### src/nfcfg_pkg.sv
package nfcfg_pkg;
   // Command opcodes
   localparam logic [7:0] CMD_UID_READ = 8'h00_ED;
   localparam logic [7:0] CMD_SET_FEAT = 8'h00_EF;
   localparam logic [7:0] CMD_GET_FEAT = 8'h00_EE;
   localparam logic [7:0] CMD_STATUS = 8'h00_70;
   localparam logic [7:0] CMD_READ = 8'h00_00;
   localparam logic [7:0] CMD_RND_OUT = 8'h00_05;
   localparam logic [7:0] CMD_RND_CONF = 8'h00_E0;
   localparam logic [7:0] CMD_RESET = 8'h00_FF;
   localparam logic [7:0] UID_ADDR = 8'h00_00;
   // Feature addresses and defaults
   localparam logic [7:0] FA_ARRAY_MODE = 8'h00_90;
   localparam logic [7:0] FA_BLOCK_PROT = 8'h00_A0;
   localparam logic [7:0] ARRAY_MODE_RST = 8'h00_00;
   localparam logic [7:0] BLOCK_PROT_RST = 8'h00_38;
   localparam logic [7:0] MODE_NORMAL = 8'h00_00;
   localparam logic [7:0] MODE_OTP = 8'h00_01;
   localparam logic [7:0] MODE_OTP_PROT = 8'h00_03;
   localparam logic [7:0] PARAM_ZERO = 8'h00_00;
   localparam logic [7:0] UID_VALID = 8'h00_FF;
   localparam logic [7:0] STAT_READY_MASK = 8'h00_40;
   // Block protection field positions
   localparam int BP_RANGE_HI = 5;
   localparam int BP_RANGE_LO = 3;
   localparam int BP_INVERT = 2;
   localparam int BP_COMPL = 1;
   localparam int BP_SOLID = 0;
   // Sizes
   localparam int UID_BYTES = 32;
   localparam int UID_HALF = 16;
   localparam int UID_COPIES = 16;
   localparam int FEAT_BYTES = 4;
   // Bus timing, 10 ns clock
   localparam int CLK_NS = 10;
   localparam int T_STROBE_NS = 25;
   localparam int STROBE_CYC = (T_STROBE_NS + CLK_NS - 1) / CLK_NS;

   typedef enum logic [1:0] {NFCFG_OP_UID, NFCFG_OP_SET, NFCFG_OP_GET} nfcfg_op_t;

   typedef struct packed {
      logic [7:0] dq;
      logic dqOe;
      logic cle;
      logic ale;
      logic weN;
      logic reN;
   } nfcfg_bus_t;
endpackage
### src/nfcfg_buf2.sv
`timescale 1ns/1ps
module nfcfg_buf2
   import nfcfg_pkg::*;
#(
   parameter int WIDTH = 8
)(
   input wire logic clk_sys,            // System clock
   input wire logic rst,                // Sync reset
   input wire logic inValid,            // Word offered
   output logic inReady,                // Space free
   input wire logic [WIDTH-1:0] inData, // Word in
   output logic outValid,               // Word held
   input wire logic outReady,           // Receiver takes
   output logic [WIDTH-1:0] outData     // Word out
);
   typedef struct packed {
      logic [1:0][WIDTH-1:0] mem;
      logic [1:0] count;
      logic rdPtr;
      logic wrPtr;
   } nfcfg_bst_t;
   nfcfg_bst_t st, next_st;
   logic push, pop;

   assign inReady = (st.count != 2'd2);
   assign outValid = (st.count != 2'd0);
   assign outData = st.mem[st.rdPtr];
   assign push = inValid && inReady;
   assign pop = outValid && outReady;

   always_comb
   begin
      next_st = st;
      if (push)
      begin
         next_st.mem[st.wrPtr] = inData;
         next_st.wrPtr = ~st.wrPtr;
      end
      if (pop)
         next_st.rdPtr = ~st.rdPtr;
      next_st.count = st.count + {1'b0, push} - {1'b0, pop};
   end

   always_ff @(posedge clk_sys)
   begin
      if (rst)
         st <= '0;
      else
         st <= next_st;
   end

   property p_no_overflow;
      @(posedge clk_sys) disable iff (rst)
      !inReady |=> $stable(st.mem);
   endproperty
   a_no_overflow: assert property (p_no_overflow) else $error("buffer accepted while full");
   property p_keep_word;
      @(posedge clk_sys) disable iff (rst)
      outValid && !outReady |=> outValid && $stable(outData);
   endproperty
   a_keep_word: assert property (p_keep_word) else $error("stalled word changed");
endmodule

### src/nfcfg_host.sv
`timescale 1ns/1ps
module nfcfg_host
   import nfcfg_pkg::*;
#(
   parameter int STROBE = STROBE_CYC
)(
   input wire logic clk_sys,        // System clock
   input wire logic rst,            // Sync reset
   input wire logic reqValid,       // Operation request
   output logic reqReady,           // Idle, request taken
   input wire nfcfg_op_t reqOp,     // Operation kind
   input wire logic [7:0] reqAddr,  // Feature address
   input wire logic [7:0] reqParam, // First parameter byte for set
   input wire logic [3:0] uidCopy,  // Identifier copy select, unused; the first copy is checked
   output logic rdValid,            // Read byte valid
   input wire logic rdReady,        // Receiver ready
   output logic [7:0] rdData,       // Read byte
   output logic uidOk,              // First copy passed check
   output logic done,               // Operation finished pulse
   output logic refused,            // Request refused pulse
   output logic [7:0] nfDqOut,      // Flash data out
   output logic nfDqOe,             // Flash data drive enable
   input wire logic [7:0] nfDqIn,   // Flash data in
   output logic nfCle,              // Command latch
   output logic nfAle,              // Address latch
   output logic nfWeN,              // Write strobe
   output logic nfReN,              // Read strobe
   input wire logic nfRbN,          // Ready/busy
   input wire logic protectEnablePin // Device protect strap level
);
   typedef enum logic [3:0] {S_IDLE, S_CMD, S_ADDR, S_WDATA, S_WAIT, S_POLL,
      S_POLLRD, S_REREAD, S_RDATA, S_DONE} nfcfg_state_t;
   typedef struct packed {
      nfcfg_state_t state;
      nfcfg_bus_t bus;
      nfcfg_op_t op;
      logic [7:0] addr;
      logic [7:0] param;
      logic [5:0] idx;
      logic [5:0] total;
      logic [3:0] tmr;
      logic phase;
      logic [UID_HALF-1:0] cmpOk;
      logic [UID_HALF-1:0][7:0] low;
      logic uidOk;
      logic done;
      logic refused;
   } nfcfg_hst_t;
   nfcfg_hst_t st, next_st;
   logic [1:0] rbSync, peSync;
   logic [1:0][7:0] dqSync;
   logic bufReady, push;
   logic [7:0] capByte;

   function automatic logic [7:0] cmdFor(nfcfg_op_t o);
      unique case (o)
         NFCFG_OP_UID: cmdFor = CMD_UID_READ;
         NFCFG_OP_SET: cmdFor = CMD_SET_FEAT;
         default: cmdFor = CMD_GET_FEAT;
      endcase
   endfunction

   function automatic logic [7:0] paramFor(logic [7:0] a, logic [7:0] p, logic [5:0] i);
      // Only byte one carries content; 90h mode values, A0h field layout
      paramFor = (i == 6'd0) ? p : PARAM_ZERO;
      if (a == FA_BLOCK_PROT)
         paramFor[7:BP_RANGE_HI+1] = 2'b00;
   endfunction

   always_ff @(posedge clk_sys)
   begin
      if (rst)
      begin
         rbSync <= '0;
         peSync <= '0;
         dqSync <= '0;
      end
      else
      begin
         rbSync <= {rbSync[0], nfRbN};
         peSync <= {peSync[0], protectEnablePin};
         dqSync <= {dqSync[0], nfDqIn};
      end
   end

   // Read strobe holds the bus steady through both stages
   assign capByte = dqSync[1];
   assign push = (st.state == S_RDATA) && st.phase && (st.tmr == 4'd0)
      && (st.op != NFCFG_OP_SET);
   assign reqReady = (st.state == S_IDLE);
   assign nfDqOut = st.bus.dq;
   assign nfDqOe = st.bus.dqOe;
   assign nfCle = st.bus.cle;
   assign nfAle = st.bus.ale;
   assign nfWeN = st.bus.weN;
   assign nfReN = st.bus.reN;
   assign uidOk = st.uidOk;
   assign done = st.done;
   assign refused = st.refused;

   always_comb
   begin
      next_st = st;
      next_st.done = 1'b0;
      next_st.refused = 1'b0;
      if (st.tmr != 4'd0)
         next_st.tmr = st.tmr - 4'd1;
      else
      unique case (st.state)
         S_IDLE:
         begin
            next_st.bus = '{dq: 8'h00_00, dqOe: 1'b0, cle: 1'b0, ale: 1'b0,
               weN: 1'b1, reN: 1'b1};
            if (reqValid)
            begin
               if (reqOp != NFCFG_OP_UID && ((reqAddr == FA_BLOCK_PROT && !peSync[1])
                  || (reqAddr != FA_BLOCK_PROT && reqAddr != FA_ARRAY_MODE)))
                  next_st.refused = 1'b1;
               else
               begin
                  next_st.op = reqOp;
                  next_st.addr = (reqOp == NFCFG_OP_UID) ? UID_ADDR : reqAddr;
                  next_st.param = reqParam;
                  next_st.total = (reqOp == NFCFG_OP_UID) ? 6'(UID_BYTES)
                     : 6'(FEAT_BYTES);
                  next_st.idx = '0;
                  next_st.phase = 1'b0;
                  next_st.cmpOk = '1;
                  next_st.state = S_CMD;
               end
            end
         end
         S_CMD, S_ADDR, S_POLL, S_REREAD, S_WDATA:
         begin
            // Write cycle: setup with strobe low, then rise latches
            next_st.bus.dqOe = 1'b1;
            next_st.bus.cle = (st.state != S_ADDR) && (st.state != S_WDATA);
            next_st.bus.ale = (st.state == S_ADDR);
            unique case (st.state)
               S_CMD: next_st.bus.dq = cmdFor(st.op);
               S_ADDR: next_st.bus.dq = st.addr;
               S_POLL: next_st.bus.dq = CMD_STATUS;
               S_REREAD: next_st.bus.dq = CMD_READ;
               default: next_st.bus.dq = paramFor(st.addr, st.param, st.idx);
            endcase
            next_st.bus.weN = st.phase;
            next_st.phase = ~st.phase;
            next_st.tmr = 4'(STROBE - 1);
            if (st.phase)
            begin
               next_st.phase = 1'b0;
               unique case (st.state)
                  S_CMD: next_st.state = S_ADDR;
                  S_ADDR: next_st.state = (st.op == NFCFG_OP_SET) ? S_WDATA : S_WAIT;
                  S_POLL: next_st.state = S_POLLRD;
                  S_REREAD: next_st.state = S_RDATA;
                  default:
                  begin
                     next_st.idx = st.idx + 6'd1;
                     if (st.idx == 6'(FEAT_BYTES - 1))
                        next_st.state = S_WAIT;
                  end
               endcase
            end
         end
         S_WAIT:
         begin
            next_st.bus.dqOe = 1'b0;
            next_st.bus.cle = 1'b0;
            next_st.bus.ale = 1'b0;
            if (rbSync[1])
               next_st.state = S_POLL;
         end
         S_POLLRD:
         begin
            next_st.bus.dqOe = 1'b0;
            next_st.bus.cle = 1'b0;
            next_st.bus.reN = st.phase;
            next_st.phase = ~st.phase;
            next_st.tmr = 4'(STROBE - 1);
            if (st.phase && (capByte & STAT_READY_MASK) != 8'h00_00)
            begin
               next_st.phase = 1'b0;
               next_st.bus.reN = 1'b1;
               next_st.state = (st.op == NFCFG_OP_SET) ? S_DONE : S_REREAD;
            end
         end
         S_RDATA:
         begin
            next_st.bus.dqOe = 1'b0;
            next_st.bus.cle = 1'b0;
            if (!st.phase)
            begin
               if (bufReady)
               begin
                  next_st.bus.reN = 1'b0;
                  next_st.phase = 1'b1;
                  next_st.tmr = 4'(STROBE - 1);
               end
            end
            else
            begin
               next_st.bus.reN = 1'b1;
               next_st.phase = 1'b0;
               next_st.tmr = 4'(STROBE - 1);
               // Output read in order, never relocated
               next_st.idx = st.idx + 6'd1;
               if (st.op == NFCFG_OP_UID)
               begin
                  if (st.idx < 6'(UID_HALF))
                     next_st.low[st.idx[3:0]] = capByte;
                  else if ((st.low[st.idx[3:0]] ^ capByte) != UID_VALID)
                     next_st.cmpOk[st.idx[3:0]] = 1'b0;
               end
               if (st.idx == st.total - 6'd1)
                  next_st.state = S_DONE;
            end
         end
         default:
         begin
            next_st.uidOk = (st.op == NFCFG_OP_UID) && (&st.cmpOk);
            next_st.done = 1'b1;
            next_st.state = S_IDLE;
         end
      endcase
   end

   always_ff @(posedge clk_sys)
   begin
      if (rst)
      begin
         st <= '0;
         st.state <= S_IDLE;
         st.bus.weN <= 1'b1;
         st.bus.reN <= 1'b1;
      end
      else
         st <= next_st;
   end

   nfcfg_buf2 #(.WIDTH(8)) u_buf (
      .clk_sys(clk_sys),
      .rst(rst),
      .inValid(push),
      .inReady(bufReady),
      .inData(capByte),
      .outValid(rdValid),
      .outReady(rdReady),
      .outData(rdData)
   );

   property p_reserved_refused;
      @(posedge clk_sys) disable iff (rst)
      st.state == S_IDLE && st.tmr == 0 && reqValid && reqOp == NFCFG_OP_SET
         && reqAddr != FA_BLOCK_PROT && reqAddr != FA_ARRAY_MODE |=> refused;
   endproperty
   a_reserved_refused: assert property (p_reserved_refused) else $error("reserved write sent");
   property p_no_pin_a0;
      @(posedge clk_sys) disable iff (rst)
      st.state == S_IDLE && reqValid && reqAddr == FA_BLOCK_PROT && reqOp != NFCFG_OP_UID
         && !peSync[1] |=> st.state == S_IDLE;
   endproperty
   a_no_pin_a0: assert property (p_no_pin_a0) else $error("A0h sent without strap");
   property p_addr_after_cmd;
      @(posedge clk_sys) disable iff (rst)
      st.state == S_CMD && st.phase && st.tmr == 0 |=> st.state == S_ADDR;
   endproperty
   a_addr_after_cmd: assert property (p_addr_after_cmd) else $error("no address after cmd");
   property p_four_bytes;
      @(posedge clk_sys) disable iff (rst)
      st.state == S_WDATA && st.tmr == 0 && st.phase && st.idx == 6'(FEAT_BYTES - 1)
         |=> st.state == S_WAIT;
   endproperty
   a_four_bytes: assert property (p_four_bytes) else $error("param count wrong");
   property p_zero_tail;
      @(posedge clk_sys) disable iff (rst)
      st.state == S_WDATA && st.idx != 0 && st.bus.dqOe && !st.bus.weN |-> st.bus.dq == 8'h00_00;
   endproperty
   a_zero_tail: assert property (p_zero_tail) else $error("nonzero P2-P4");
   property p_reread;
      @(posedge clk_sys) disable iff (rst)
      st.state == S_REREAD && !st.bus.weN |-> st.bus.dq == CMD_READ && st.bus.cle;
   endproperty
   a_reread: assert property (p_reread) else $error("reread not 00h");
   property p_poll_then_done;
      @(posedge clk_sys) disable iff (rst)
      st.op == NFCFG_OP_SET && $rose(st.state == S_DONE) |-> $past(st.state) == S_POLLRD;
   endproperty
   a_poll_then_done: assert property (p_poll_then_done) else $error("done without poll");
   property p_strobes_excl;
      @(posedge clk_sys) disable iff (rst)
      !(nfWeN == 1'b0 && nfReN == 1'b0) && !(nfCle && nfAle);
   endproperty
   a_strobes_excl: assert property (p_strobes_excl) else $error("strobe clash");
   c_uid: cover property (@(posedge clk_sys) disable iff (rst) done && uidOk);
   c_set: cover property (@(posedge clk_sys) disable iff (rst) done && st.op == NFCFG_OP_SET);
   c_stall: cover property (@(posedge clk_sys) disable iff (rst) rdValid && !rdReady);
endmodule

### config.mk
export PLATFORM = sky130hd
export DESIGN_NAME = nfcfg_host
export DESIGN_NICKNAME = d
export VERILOG_FILES = /design/src/nfcfg_pkg.sv /design/src/nfcfg_buf2.sv /design/src/nfcfg_host.sv
export SDC_FILE = /design/constraint.sdc
export NUM_CORES = 1
export LEC_CHECK = 0
export BUFFER_PORTS_ARGS = -buffer_cell sky130_fd_sc_hd__buf_2
export CELL_PAD_IN_SITES_DETAIL_PLACEMENT = 1
export CELL_PAD_IN_SITES_GLOBAL_PLACEMENT = 1
export CORE_MARGIN = 2
export CORE_UTILIZATION = 43
export DETAILED_ROUTE_END_ITERATION = 8
export PLACE_DENSITY = 0.81
export SLEW_MARGIN = 0
export SYNTH_ARGS = -nofsm -noshare
export SYNTH_HDL_FRONTEND = slang
export SYNTH_HIERARCHICAL = 1
export SYNTH_SLANG_ARGS = --single-unit
export TNS_END_PERCENT = 50
### constraint.sdc
create_clock -name clk_sys -period 2.8 [get_ports clk_sys]
set_clock_uncertainty 0.15 [all_clocks]
set_input_delay 0.56 -clock clk_sys [delete_from_list [all_inputs] [get_ports clk_sys]]
set_output_delay 0.56 -clock clk_sys [all_outputs]
set_load 0.05 [all_outputs]
Word level (Yosys, flattened, before mapping):

Index checks and enable logic that the tools add are counted.

* equal/unequal tests: 34
* reductions and logical operators: 52
* muxes and demuxes: 61
* $lt $le $gt $ge: 6
* add/sub/neg operators: 5
* bitwise gates (word level): 11

Operators by type and width (number)
* $mux 144: 2
* $bwmux 128: 1
* $mux 128: 1
* $mux 8: 7
* $mux 4: 10
* $mux 17: 2
* $bmux 8 s4: 1
* $demux 8 s4: 1
* $mux 16: 2
* $pmux 16 s2: 1
* $pmux 8 s4: 1
* $mux 12: 2
* $mux 6: 4
* $ne 8x8->1 const B: 3
* $pmux 4 s5: 1
* $ne 2x2->1 const B: 9
* $pmux 6 s3: 1
* $and 16x16->16: 1
* $bwmux 16: 1
* $eq 4x3->1 const B: 4
* $eq 8x8->1 const B: 2
* $not 16->16: 1
* $pmux 4 s4: 1
* $pmux 8 s2: 1
* 55 further kinds: 109

* register bits after elaboration: 239
* output and inout port bits: 26

Depth between registers and ports, before layout:

Gate-level depths: netlist (run 1).

* word-level depth: 11
* depth in mapped cells: 12
* mapped depth without buffers: 11

By module:

Netlist (run 1), hierarchy kept.

Modules (own cells, without submodules)
* nfcfg_host: area each 9867.0 um^2, cells an instance 1050, instances 1
* nfcfg_buf2: area each 979.7 um^2, cells an instance 103, instances 1

Worst setup path after synthesis (run 1):

OpenSTA, ideal clock, no wires.

* path kind: register to register
* start: register st[148] (netlist bit)
* end: register u_buf/st[3] (netlist bit)
* clock period less this slack: 3008 ps
* arrival: 2780 ps
* setup slack: -208 ps
* buffers on the path: 1
* required time: 2572 ps
* stages on the path, launching flop included: 13
* cell sequence: dfxtp_1 inv_1 ha_1 or3b_2 buf_2 nor4b_1 nand2_1 ha_1 inv_1 ha_1 xor2_1 and2_1 nor3_1

* cells in the longest elaborated chain, start to end: 6

RTL lines
* start, declared: line nfcfg_host.sv:49 `nfcfg_hst_t st, next_st;`
* start signal, assigned: line nfcfg_host.sv:238 `st <= next_st;`
* $logic_not 4->1: line nfcfg_host.sv:88 `assign push = (st.state == S_RDATA) && st.phase && (st.tmr == 4'd0)`
* $logic_and 1x1->1: line nfcfg_host.sv:88
* $logic_and 1x1->1: line nfcfg_host.sv:89 `&& (st.op != NFCFG_OP_SET);`
* named net push: line nfcfg_host.sv:52 `logic bufReady, push;`
* $logic_and 1x1->1: line nfcfg_buf2.sv:28 `assign push = inValid && inReady;`
* $add 2x1->2: line nfcfg_buf2.sv:41 `next_st.count = st.count + {1'b0, push} - {1'b0, pop};`
* $sub 2x1->2: line nfcfg_buf2.sv:41
* end signal, assigned: line nfcfg_buf2.sv:49 `st <= next_st;`
* end, declared: line nfcfg_buf2.sv:22 `nfcfg_bst_t st, next_st;`

The timed path passes the listed nets, and every way through them passes these cells.
A chain may end at the register's enable or synchronous reset.

Worst setup path in the final report (run 1):

* start: register st[159] (netlist bit)
* end: register st[134] (netlist bit)

* cells in the longest elaborated chain, start to end: 11
* elaborated cells between the ends (all ways): 20

RTL lines
* $lt 4x5->1 (implied by the code) / $ge 4x1->1 (equally long branches): line nfcfg_host.sv:213 `next_st.cmpOk[st.idx[3:0]] = 1'b0;`
* $logic_and 1x1->1 (implied by the code): line nfcfg_host.sv:213
* $mux 1 (implied by the code): line nfcfg_host.sv:213
* $demux 1 s4: line nfcfg_host.sv:213
* $not 16->16 (no line)
* $and 16x16->16 (no line)
* $mux 16: line nfcfg_host.sv:212 `else if ((st.low[st.idx[3:0]] ^ capByte) != UID_VALID)`
* $mux 16: line nfcfg_host.sv:210 `if (st.idx < 6'(UID_HALF))`
* $mux 144: line nfcfg_host.sv:208 `if (st.op == NFCFG_OP_UID)`
* $mux 144: line nfcfg_host.sv:192 `if (!st.phase)`
* $pmux 16 s2: line nfcfg_host.sv:109 `unique case (st.state)`

Several ways; a longest one is shown, not always the timed one. The select of a mux whose other input is x is not followed.

==> results summary, run 1 <==
The flow ran to the end, and the final reports show no timing, DRC or antenna violations. The net total in the final layout is 1254. Of the post-synthesis cell area, the dominant cell type holds 43.4%. After clock tree synthesis, the clock-pin slew on the worst setup and hold paths is 60 ps. The number of distinct library cells after synthesis came out at 73. The capture point of the worst reg-to-reg path is st[134].

Timing would allow up to 0.362 GHz. The sequential element share of the synthesized area is 43.4%. The antenna diode count is 0. The slew at the pin with the worst max-slew slack is 772 ps. The main combinational cell family by area after synthesis is simple AND/OR/NAND/NOR gates. The global-route wire length before repair came out at 50.0 mm.

In the final routing, the length of wire on met1 measures 13.3 mm. Of the post-synthesis cell area, the part taken by muxes is 19.0%. The average routed wire per standard cell came out at 20.2 µm. The required time of the critical path is 3090 ps. The critical path contains buffers and inverters numbering 2 combined. The leakage dissipation came out at 5.34 nW. The startpoint identified for the worst register-to-register timing path is st[159]. The most used flip-flop cell after synthesis is sky130_fd_sc_hd__dfxtp_1.

The number of gates on the worst path with buffers counted came out at 9. Of the available clock period, the critical path in the final layout requires 98.7%. Traced cell by cell, the critical path runs through buf_4 -> buf_4 -> mux2i_1 -> a22oi_1 -> and3_1 -> nor4_2 -> a31o_4 -> nand3_4 -> a211oi_2.

The top-level I/O count is 62. The clock insertion delay at the later pin of the skew report is 530 ps. The internal reg-to-reg setup slack is 40 ps. The standard cell core area came out at 0.0250 mm². The post-layout instance area came out at 0.0127 mm². The number of maximum-capacitance constraint violations came out at 0. In this run the worst hold path is classified as in2reg. The number of global-route vias before repair was 9307.

The H-tree level count came out at 1. The type of the setup path with the least slack is reg2reg. Setup repair after global routing could not meet its margin everywhere. Of the total synthesized cell area, the portion taken by full adders, half adders and majority gates is 0.807%.

Of all nets on the critical path, the largest fanout is 8. The post-synthesis simple-gate area fraction is 19.1%. Data on the critical path arrives at its endpoint at 3050 ps. The total via count after detailed routing came out at 8782. The overall overflow remaining after global route is 0. The number of search-and-repair iterations in the first detailed-routing pass came out at 5. TritonCTS built the clock tree.

The async set-or-reset flop fraction in the synthesized netlist is 0%. On the final layout, the worst hold slack is 95.8 ps. The number of port buffers came out at 57. In this run the clock root is driven by a sky130_fd_sc_hd__clkbuf_16.

The worst supply voltage drop on vdd came out at 0.000604 V. The floorplan step defined a die boundary enclosing 0.0265 mm². The number of hold violations in the final report was 0.

The effective utilization at floorplan came out at 43.4%. The relative slew slack is 48.5%. Routed signal wires occupy layers up through met4. The number of antenna violations at the first check in global routing is 0.

The final RePlAce weighted congestion is 0.809. The slowest stage of the critical path is the sky130_fd_sc_hd__dfxtp_4 cell. The design draws 8.96 mW. The logic depth of the worst register-to-register path came out at 9. The CTS sink count is 235. The die width came out at 163 µm. Counting every net in the synthesized netlist gives 1196. The number of failing setup endpoints in the final timing report came out at 0. The number of clock buffers added by TritonCTS is 26.

The cell area after placement came out at 0.0116 mm². STA classifies the critical path endpoint as a flop. The iteration-0 DRC count of the detailed router is 571. The row count came out at 58. The launch point of the critical path is st[159]. The detail-routed via count per cell is 5.63.

The number of synthesized flops with an enable pin came out at 0. The synthesized netlist devotes 2.34% of its cell area to XOR and XNOR gates. Counting stages on the worst path, the most repeated cell is sky130_fd_sc_hd__buf_4.

Sorting the synthesized cells by area gives the leading types as sky130_fd_sc_hd__dfxtp_1 43%, sky130_fd_sc_hd__mux2i_1 14%, sky130_fd_sc_hd__nor2_1 6.7%. The maximum number of pins on one net before global-route repair came out at 99. The cell type contributing the most total cell area after synthesis is sky130_fd_sc_hd__dfxtp_1. The die height came out at 163 µm. The cell with the most instances after synthesis is sky130_fd_sc_hd__dfxtp_1. Summing the areas of all compound-gate instances in the mapped netlist gives 10.5% of the synthesized area. The areal power density over the cells is 708 mW/mm². The final period demand of the worst path came out at 2760 ps. Averaged over all synthesized cells, the footprint is 9.41 µm².

The number of buffers on the longest clock path came out at 3. In this run the worst setup path terminates at st[134]. Ranked by instance count, the synthesized netlist is headed by 235 x sky130_fd_sc_hd__dfxtp_1, 194 x sky130_fd_sc_hd__nor2_1, 150 x sky130_fd_sc_hd__mux2i_1, 72 x sky130_fd_sc_hd__nand2_1, 62 x sky130_fd_sc_hd__a21oi_1. The wire length on met2 came out at 16.2 mm. The total DRC errors in the routed layout came out at 0. The routed wire length is 31.5 mm.

The total of flip-flops plus latches after synthesis came out at 235. The area growth from synthesis to final layout is 16.7%. The critical path's largest stage delay is 430 ps.

Yosys printed 6 warnings. The category of the worst setup path launch point is a flop. The wire length on met3 came out at 1.19 mm. The residual antenna-violating net count after detailed routing is 0. Broken down by cell family, the worst path's largest delay share belongs to simple AND/OR/NAND/NOR gates. The mapped cell area is 0.0108 mm². Detailed placement finished with a half-perimeter wire length of 19.9 mm. The number of max-slew violations in the final report came out at 0. Synthesis produced a netlist whose cell count is 1153. In the global route stage, overall resource usage came out at 23.4%. Of the cells placed in the final design, the portion with a size suffix greater than 1 is 20.6%.
-- layout make-up --
type                       count  area, µm²
sequential                   235       4710
fill                        2855      12300
inverter                      12       47.5
clock buffer                  35        746
clock inverter                13        115
tap                          330        413
multi-input combinational    812       5770
timing repair buffer         124        853
-- flip-flops by register name (all words and copies together), names as in the netlist, 2 cells and up --
| register | count |
|---|---|
| rbSync | 2 |
| peSync | 2 |
| capByte | 8 |
| dqSync | 8 |
| u_buf/st | 20 |
| st | 179 |
| nfDqOut | 8 |
-- cell families (layout without fill, tap and decap cells) --
| kind of cell | after synthesis | count (layout) |
|---|---|---|
| buf+inv | 107 | 184 |
| xor+xnor | 29 | 29 |
| compound gates | 168 | 168 |
| fa+ha+maj | 7 | 7 |
| simple gates | 428 | 429 |
| flops | 235 | 235 |
| mux | 179 | 179 |
-- worst min-delay path by stage --
| stage | cells after the start | slack, ps | from | to |
|---|---|---|---|---|
| 2_1_floorplan | 1 | 260 | dqSync[0] | capByte[0] |
| 3_3_place_gp | 1 | 270 | dqSync[2] | capByte[2] |
| 3_5_place_dp | 1 | 280 | dqSync[7] | capByte[7] |
| 4_1_cts | 2 | 80 | nfDqIn[5] | dqSync[5] |
| 5_1_grt | 2 | 100 | nfDqIn[5] | dqSync[5] |
| 6_report | 2 | 100 | nfDqIn[1] | dqSync[1] |
-- through the flow --
| stage | setup slack, ps | TNS [ps] | std cells | util, % |
|---|---|---|---|---|
| after global routing | -55.2 | -225 | 1561 | 50.7 |
| after CTS | -4.95 | -4.95 | 1552 | 50.0 |
| after detailed placement | -46.2 | -224 | 1504 | 46.4 |
| after floorplan | -24.2 | -24.2 | 1153 | - |
| after global placement | 45.0 | 0 | 1504 | 46.4 |
| final | 35.9 | 0 | 1561 | 50.7 |
-- report_power, final --
part	switching [mW]	internal, mW	leakage [nW]	total, mW
sequential	0.161	3.53	1.90	3.69
clock	1.38	2.05	0.437	3.42
combinational	1.20	0.649	3.00	1.85
total	2.74	6.22	5.34	8.96
-- routing by layer --
metal / vias to the layer above / GRT usage, %
li1: 4106 / -
met1: 4428 / 28.4
met2: 192 / 42.2
met3: 56 / 3.28
met4: 0 / 7.96
met5: - / 0.189
-- cell usage in the layout (no fill, tap or decap), drive strengths merged, types with 22 or more instances in the layout --
| cell | Yosys | final |
|---|---|---|
| o21ai | 32 | 32 |
| nand3 | 34 | 35 |
| nor2b | 37 | 37 |
| dfxtp | 235 | 235 |
| buf | 38 | 123 |
| clkbuf | 57 | 36 |
| nor2 | 195 | 195 |
| a21oi | 62 | 62 |
| mux2i | 150 | 150 |
| a211oi | 27 | 27 |
| nand2 | 78 | 78 |
| nand2b | 22 | 22 |
| xor2 | 24 | 24 |
-- worst reg2reg max path, delay by kind of cell, from the launching register on --
| family | cells | cell delay (ps) |
|---|---|---|
| AND/OR/NAND/NOR | 3 | 720 |
| AO/OA/AOI/OAI | 3 | 700 |
| flip-flops | 1 | 430 |
| buffers and inverters | 2 | 380 |
| multiplexers | 1 | 300 |
-- what timing repair did --
action | CTS | global route
setup buffers | 0 | 7
cloned | 0 | 2
pin swaps | 0 | 7
resized for setup | 4 | 19
setup endpoints to repair | 17 | 60
hold buffers | 0 | 0
Note: power is estimated with default switching activity, not from simulation.
==> inputs of run 2 (changes only) <==
CORE_UTILIZATION = 42   (was 43)
SYNTH_HIERARCHICAL = default   (was 1)
==> run 2 against run 1 <==
Effect of this change:
- cell count grew 7.0%
- synthesized cell count grew 8.9%
- via count rose by 4.0%
- area after synthesis down 1.1%
- hold slack worse by 23 ps
- design area is 1.6% lower
- critical path depth rose by 1
- critical path type unchanged
==> results summary, run 2 <==
The run finished with clean final reports. The worst hold path belongs to the class in2reg. The number of search-and-repair iterations in the first detailed-routing pass is 5 (unchanged). The biggest area contributor in the post-synthesis netlist is sky130_fd_sc_hd__dfxtp_1.

The residual antenna-violating net count after detailed routing came out at 0 (unchanged). The total DRC errors in the routed layout is 0 (unchanged). The leakage dissipation is 4.31 nW (-19%).

The CTS sink count was 235 (unchanged). The net switching fraction of the power is 30.5% (-0.075 points). The post-detailed-placement half-perimeter wirelength came out at 21.4 mm (+7.6%). The clock transition at the register clock pins on the worst setup and hold paths after CTS is 60 ps (about the same). The internal power is 6.19 mW (-0.47%). The cell that appears most often on the critical path is sky130_fd_sc_hd__buf_12. The average routed wire per standard cell came out at 19.0 µm (-5.7%). The number of buffers on the longest clock path came to 3 (unchanged).

The required time of the critical path is 3100 ps (about the same). The endpoint kind of the worst setup timing path is a flop. The top-level I/O count is 62 (unchanged). The iteration-0 DRC count of the detailed router came out at 535 (-6.3%). The final period demand of the worst path came out at 2720 ps (-47.6 ps). The buffer cell driving the clock tree root is sky130_fd_sc_hd__clkbuf_16. Among all stages on the critical path, the largest delay is contributed by sky130_fd_sc_hd__mux4_2.

The die width came out at 164 µm (+0.59%). The net total in the final layout came out at 1366 (+8.9%). The sequential fraction of design power is 41.1% (about the same).

The number of failing setup endpoints in the final timing report came to 0 (unchanged). The final RePlAce weighted congestion is 0.824 (+1.9%). The TritonCTS buffer count came out at 26 (unchanged). The routed wire length was 31.8 mm (+0.90%). The worst hold slack came out at 72.5 ps (-23.3 ps). The number of instances in the synthesized netlist is 1256 (+8.9%). The slew at the pin with the worst max-slew slack is 747 ps (-25.1 ps).

The cts-stage hold buffer count came out at 0 (unchanged). The maximum number of pins on one net before global-route repair is 169 (+71%). The sequential element share of the synthesized area came to 43.9% (+0.50 points).

The critical path is of the reg2reg type. The die height is 164 µm (+0.59%). The number of flip-flops in the largest register was 179 (unchanged). The antenna diode count is 0 (unchanged). The effective utilization at floorplan came to 42.7% (-0.74 points). The area enclosed by the die boundary is 0.0268 mm² (+1.2%). The number of synthesized flops with an enable pin is 0 (unchanged). The number of antenna violations at the first check in global routing came out at 0 (unchanged).

TritonCTS built the clock tree. The commonest cells after synthesis are 325 x sky130_fd_sc_hd__nand2_1, 235 x sky130_fd_sc_hd__dfxtp_1, 169 x sky130_fd_sc_hd__a21oi_1, 93 x sky130_fd_sc_hd__nor2_1, 57 x sky130_fd_sc_hd__clkbuf_1. The async set-or-reset flop fraction in the synthesized netlist is 0% (unchanged).

The net count of the mapped netlist is 1299 (+8.6%). The largest registers in the layout are st: 179 flops, u_buf.st: 20 flops. The number of buffer and inverter instances along the worst setup path is 3 (+1). Among all flip-flop cells after synthesis, the most frequent one is sky130_fd_sc_hd__dfxtp_1. The number of warnings issued by yosys came out at 0 (-6). The data arrival time of the critical path is 3020 ps (-30 ps).

The power share of the combinational group is 20.6% (about the same). st holds more flip-flops than any other register. The launch point of the critical path is st[158]. The detail-routed via count per cell is 5.46 (-2.9%).

The global-route wire length before repair was 50.7 mm (+1.2%). The overall overflow remaining after global route was 0 (unchanged). The share of final-layout standard cells stronger than drive strength 1 is 18.0% (-2.6 points). The standard cell core area came to 0.0251 mm² (+0.58%). The layout filler cell count was 3010 (+5.4%). The maximum fanout count along the critical path is 16 (+8). The row count is 58 (unchanged).

STA classifies the critical path startpoint as a flop. The number of maximum-capacitance constraint violations is 0 (unchanged). The library cell used most frequently in the layout, excluding fill and tap cells, is sky130_fd_sc_hd__nand2_1. The overall global routing resource usage came out at 23.6% (+0.21 points). The area growth from synthesis to final layout came out at 16.1%. The number of hold violations in the final report was 0 (unchanged). The critical path's largest stage delay is 540 ps (+110 ps).

The accumulated negative setup slack was 0 ps (unchanged). The share of the clock period used by the worst path after layout is 97.0% (-1.7 points). The relative slew slack was 50.2% (+1.7 points).

In the layout the commonest cells are 325 x sky130_fd_sc_hd__nand2_1, 233 x sky130_fd_sc_hd__dfxtp_1, 169 x sky130_fd_sc_hd__a21oi_1. The area fraction of the dominant cell type after synthesis came out at 43.9% (+0.50 points). The post-synthesis area per instance came out at 8.54 µm² (-9.2%). The number of max-slew violations in the final report is 0 (unchanged). In this run the critical register-to-register path is launched from st[158]. The number of distinct library cells after synthesis came out at 68 (-6.8%). The worst supply voltage drop on vdd came out at 0.000590 V (-2.3%). The launch instance of the worst min-delay path is nfDqIn[6]. The number of port buffers is 57 (unchanged).

The net switching power is 2.71 mW (-0.82%). The power share of the clock group came out at 38.3% (about the same). The total of flip-flops plus latches after synthesis is 235 (unchanged).

The top cell family by delay on the critical path is multiplexers. The number of global-route vias before repair came out at 9593 (+3.1%). The clock insertion delay at the later pin of the skew report came to 550 ps (+20 ps).

By area the synthesized netlist is led by sky130_fd_sc_hd__dfxtp_1 44%, sky130_fd_sc_hd__nand2_1 11%, sky130_fd_sc_hd__a21oi_1 7.9%. Walking the worst path, the cells encountered are buf_12 -> buf_4 -> mux4_2 -> xnor2_1 -> nor3_1 -> a21oi_1 -> mux2i_1 -> o2111ai_2 -> buf_12 -> a31oi_1. The H-tree level count is 1 (unchanged). The total via count after detailed routing is 9132 (+4.0%). In the post-synthesis netlist, the cell with the most instances is sky130_fd_sc_hd__nand2_1. The areal power density over the cells was 715 mW/mm² (+1.1%). The mapped cell area came to 0.0107 mm² (-1.1%). The achievable frequency came out at 0.368 GHz (+1.8%).
-- run 2: cell types whose count changed after synthesis, sizes merged, moves of 8 or more --
cell,before,now
a211oi,27,10
nor2b,37,27
o21ai,32,13
nand2,78,329
a31oi,2,19
nor2,195,104
nand3,34,17
buf,38,30
xnor2,5,23
nand2b,22,9
mux2i,150,52
a21oi,62,170
-- run 2: metrics by stage --
step	setup slack, ps	power (mW)	instance area [µm²]	util (%)	instances
2_1_floorplan	201	5.00	10700	-	1256
3_3_place_gp	1.44	5.47	11500	45.9	1619
3_5_place_dp	-59.5	5.53	11500	45.9	1619
4_1_cts	32.3	8.95	12400	49.3	1665
5_1_grt	-10.1	9.27	12400	49.6	1671
6_report	83.5	8.90	12400	49.6	1671
-- run 2: worst paths after layout --
kind | to | slack, ps | depth (start not counted)
worst max-delay path | st[141] | 80 | 10
worst min-delay path | dqSync[6] | 70 | 2
worst min register to register | capByte[3] | 280 | 1
worst max register to register | st[141] | 80 | 10
-- run 2: layout make-up --
class	instances	area, µm²	area share, %
multi-input combinational	921	5540	44.5
inverter	13	48.8	0.392
tap	330	413	3.32
clock buffer	39	739	5.94
clock inverter	7	100	0.804
sequential	235	4710	37.8
timing repair buffer	126	902	7.25
-- run 2: per-layer routing --
layer / track usage (%) / vias to the layer above / part of all wire [%]
met2: 41.4 / 173 / 49
met3: 2.68 / 54 / 3.5
met1: 30.3 / 4530 / 45
met5: 0 / - / 0
met4: 7.18 / 0 / 2.6
li1: - / 4375 / -
-- run 2: timing repair --
| item | 4_1_cts | 5_1_grt |
|---|---|---|
| gates resized for setup | 0 | 3 |
| endpoints found under the setup margin | 0 | 65 |
| endpoints found under the hold margin | 0 | 0 |
| buffers inserted | 0 | 5 |
-- run 2: worst register-to-register path, stage by stage (launching register included) --
cell and delay [ps]:
sky130_fd_sc_hd__dfxtp_2 380, sky130_fd_sc_hd__buf_12 170, sky130_fd_sc_hd__buf_4 180, sky130_fd_sc_hd__mux4_2 540
sky130_fd_sc_hd__xnor2_1 160, sky130_fd_sc_hd__nor3_1 210, sky130_fd_sc_hd__a21oi_1 100, sky130_fd_sc_hd__mux2i_1 220
sky130_fd_sc_hd__o2111ai_2 200, sky130_fd_sc_hd__buf_12 200, sky130_fd_sc_hd__a31oi_1 140
-- run 2: cell families (layout without fill, tap and decap cells) --
kind of cell,Yosys count,count (layout),synth area share [%]
simple gates,548,548,23.6
compound gates,238,238,13.0
flops,235,235,43.9
buf+inv,100,185,4.70
mux,88,88,10.8
xor+xnor,40,40,3.27
fa+ha+maj,7,7,0.817
-- run 2: power groups by stage --
stage / combinational [mW] / clock (mW) / sequential, mW
after global placement: 1.75 / 0 / 3.72
after floorplan: 1.25 / 0 / 3.75
after detailed placement: 1.80 / 0 / 3.73
after global routing: 1.98 / 3.61 / 3.68
final: 1.83 / 3.41 / 3.66
after CTS: 1.82 / 3.47 / 3.66
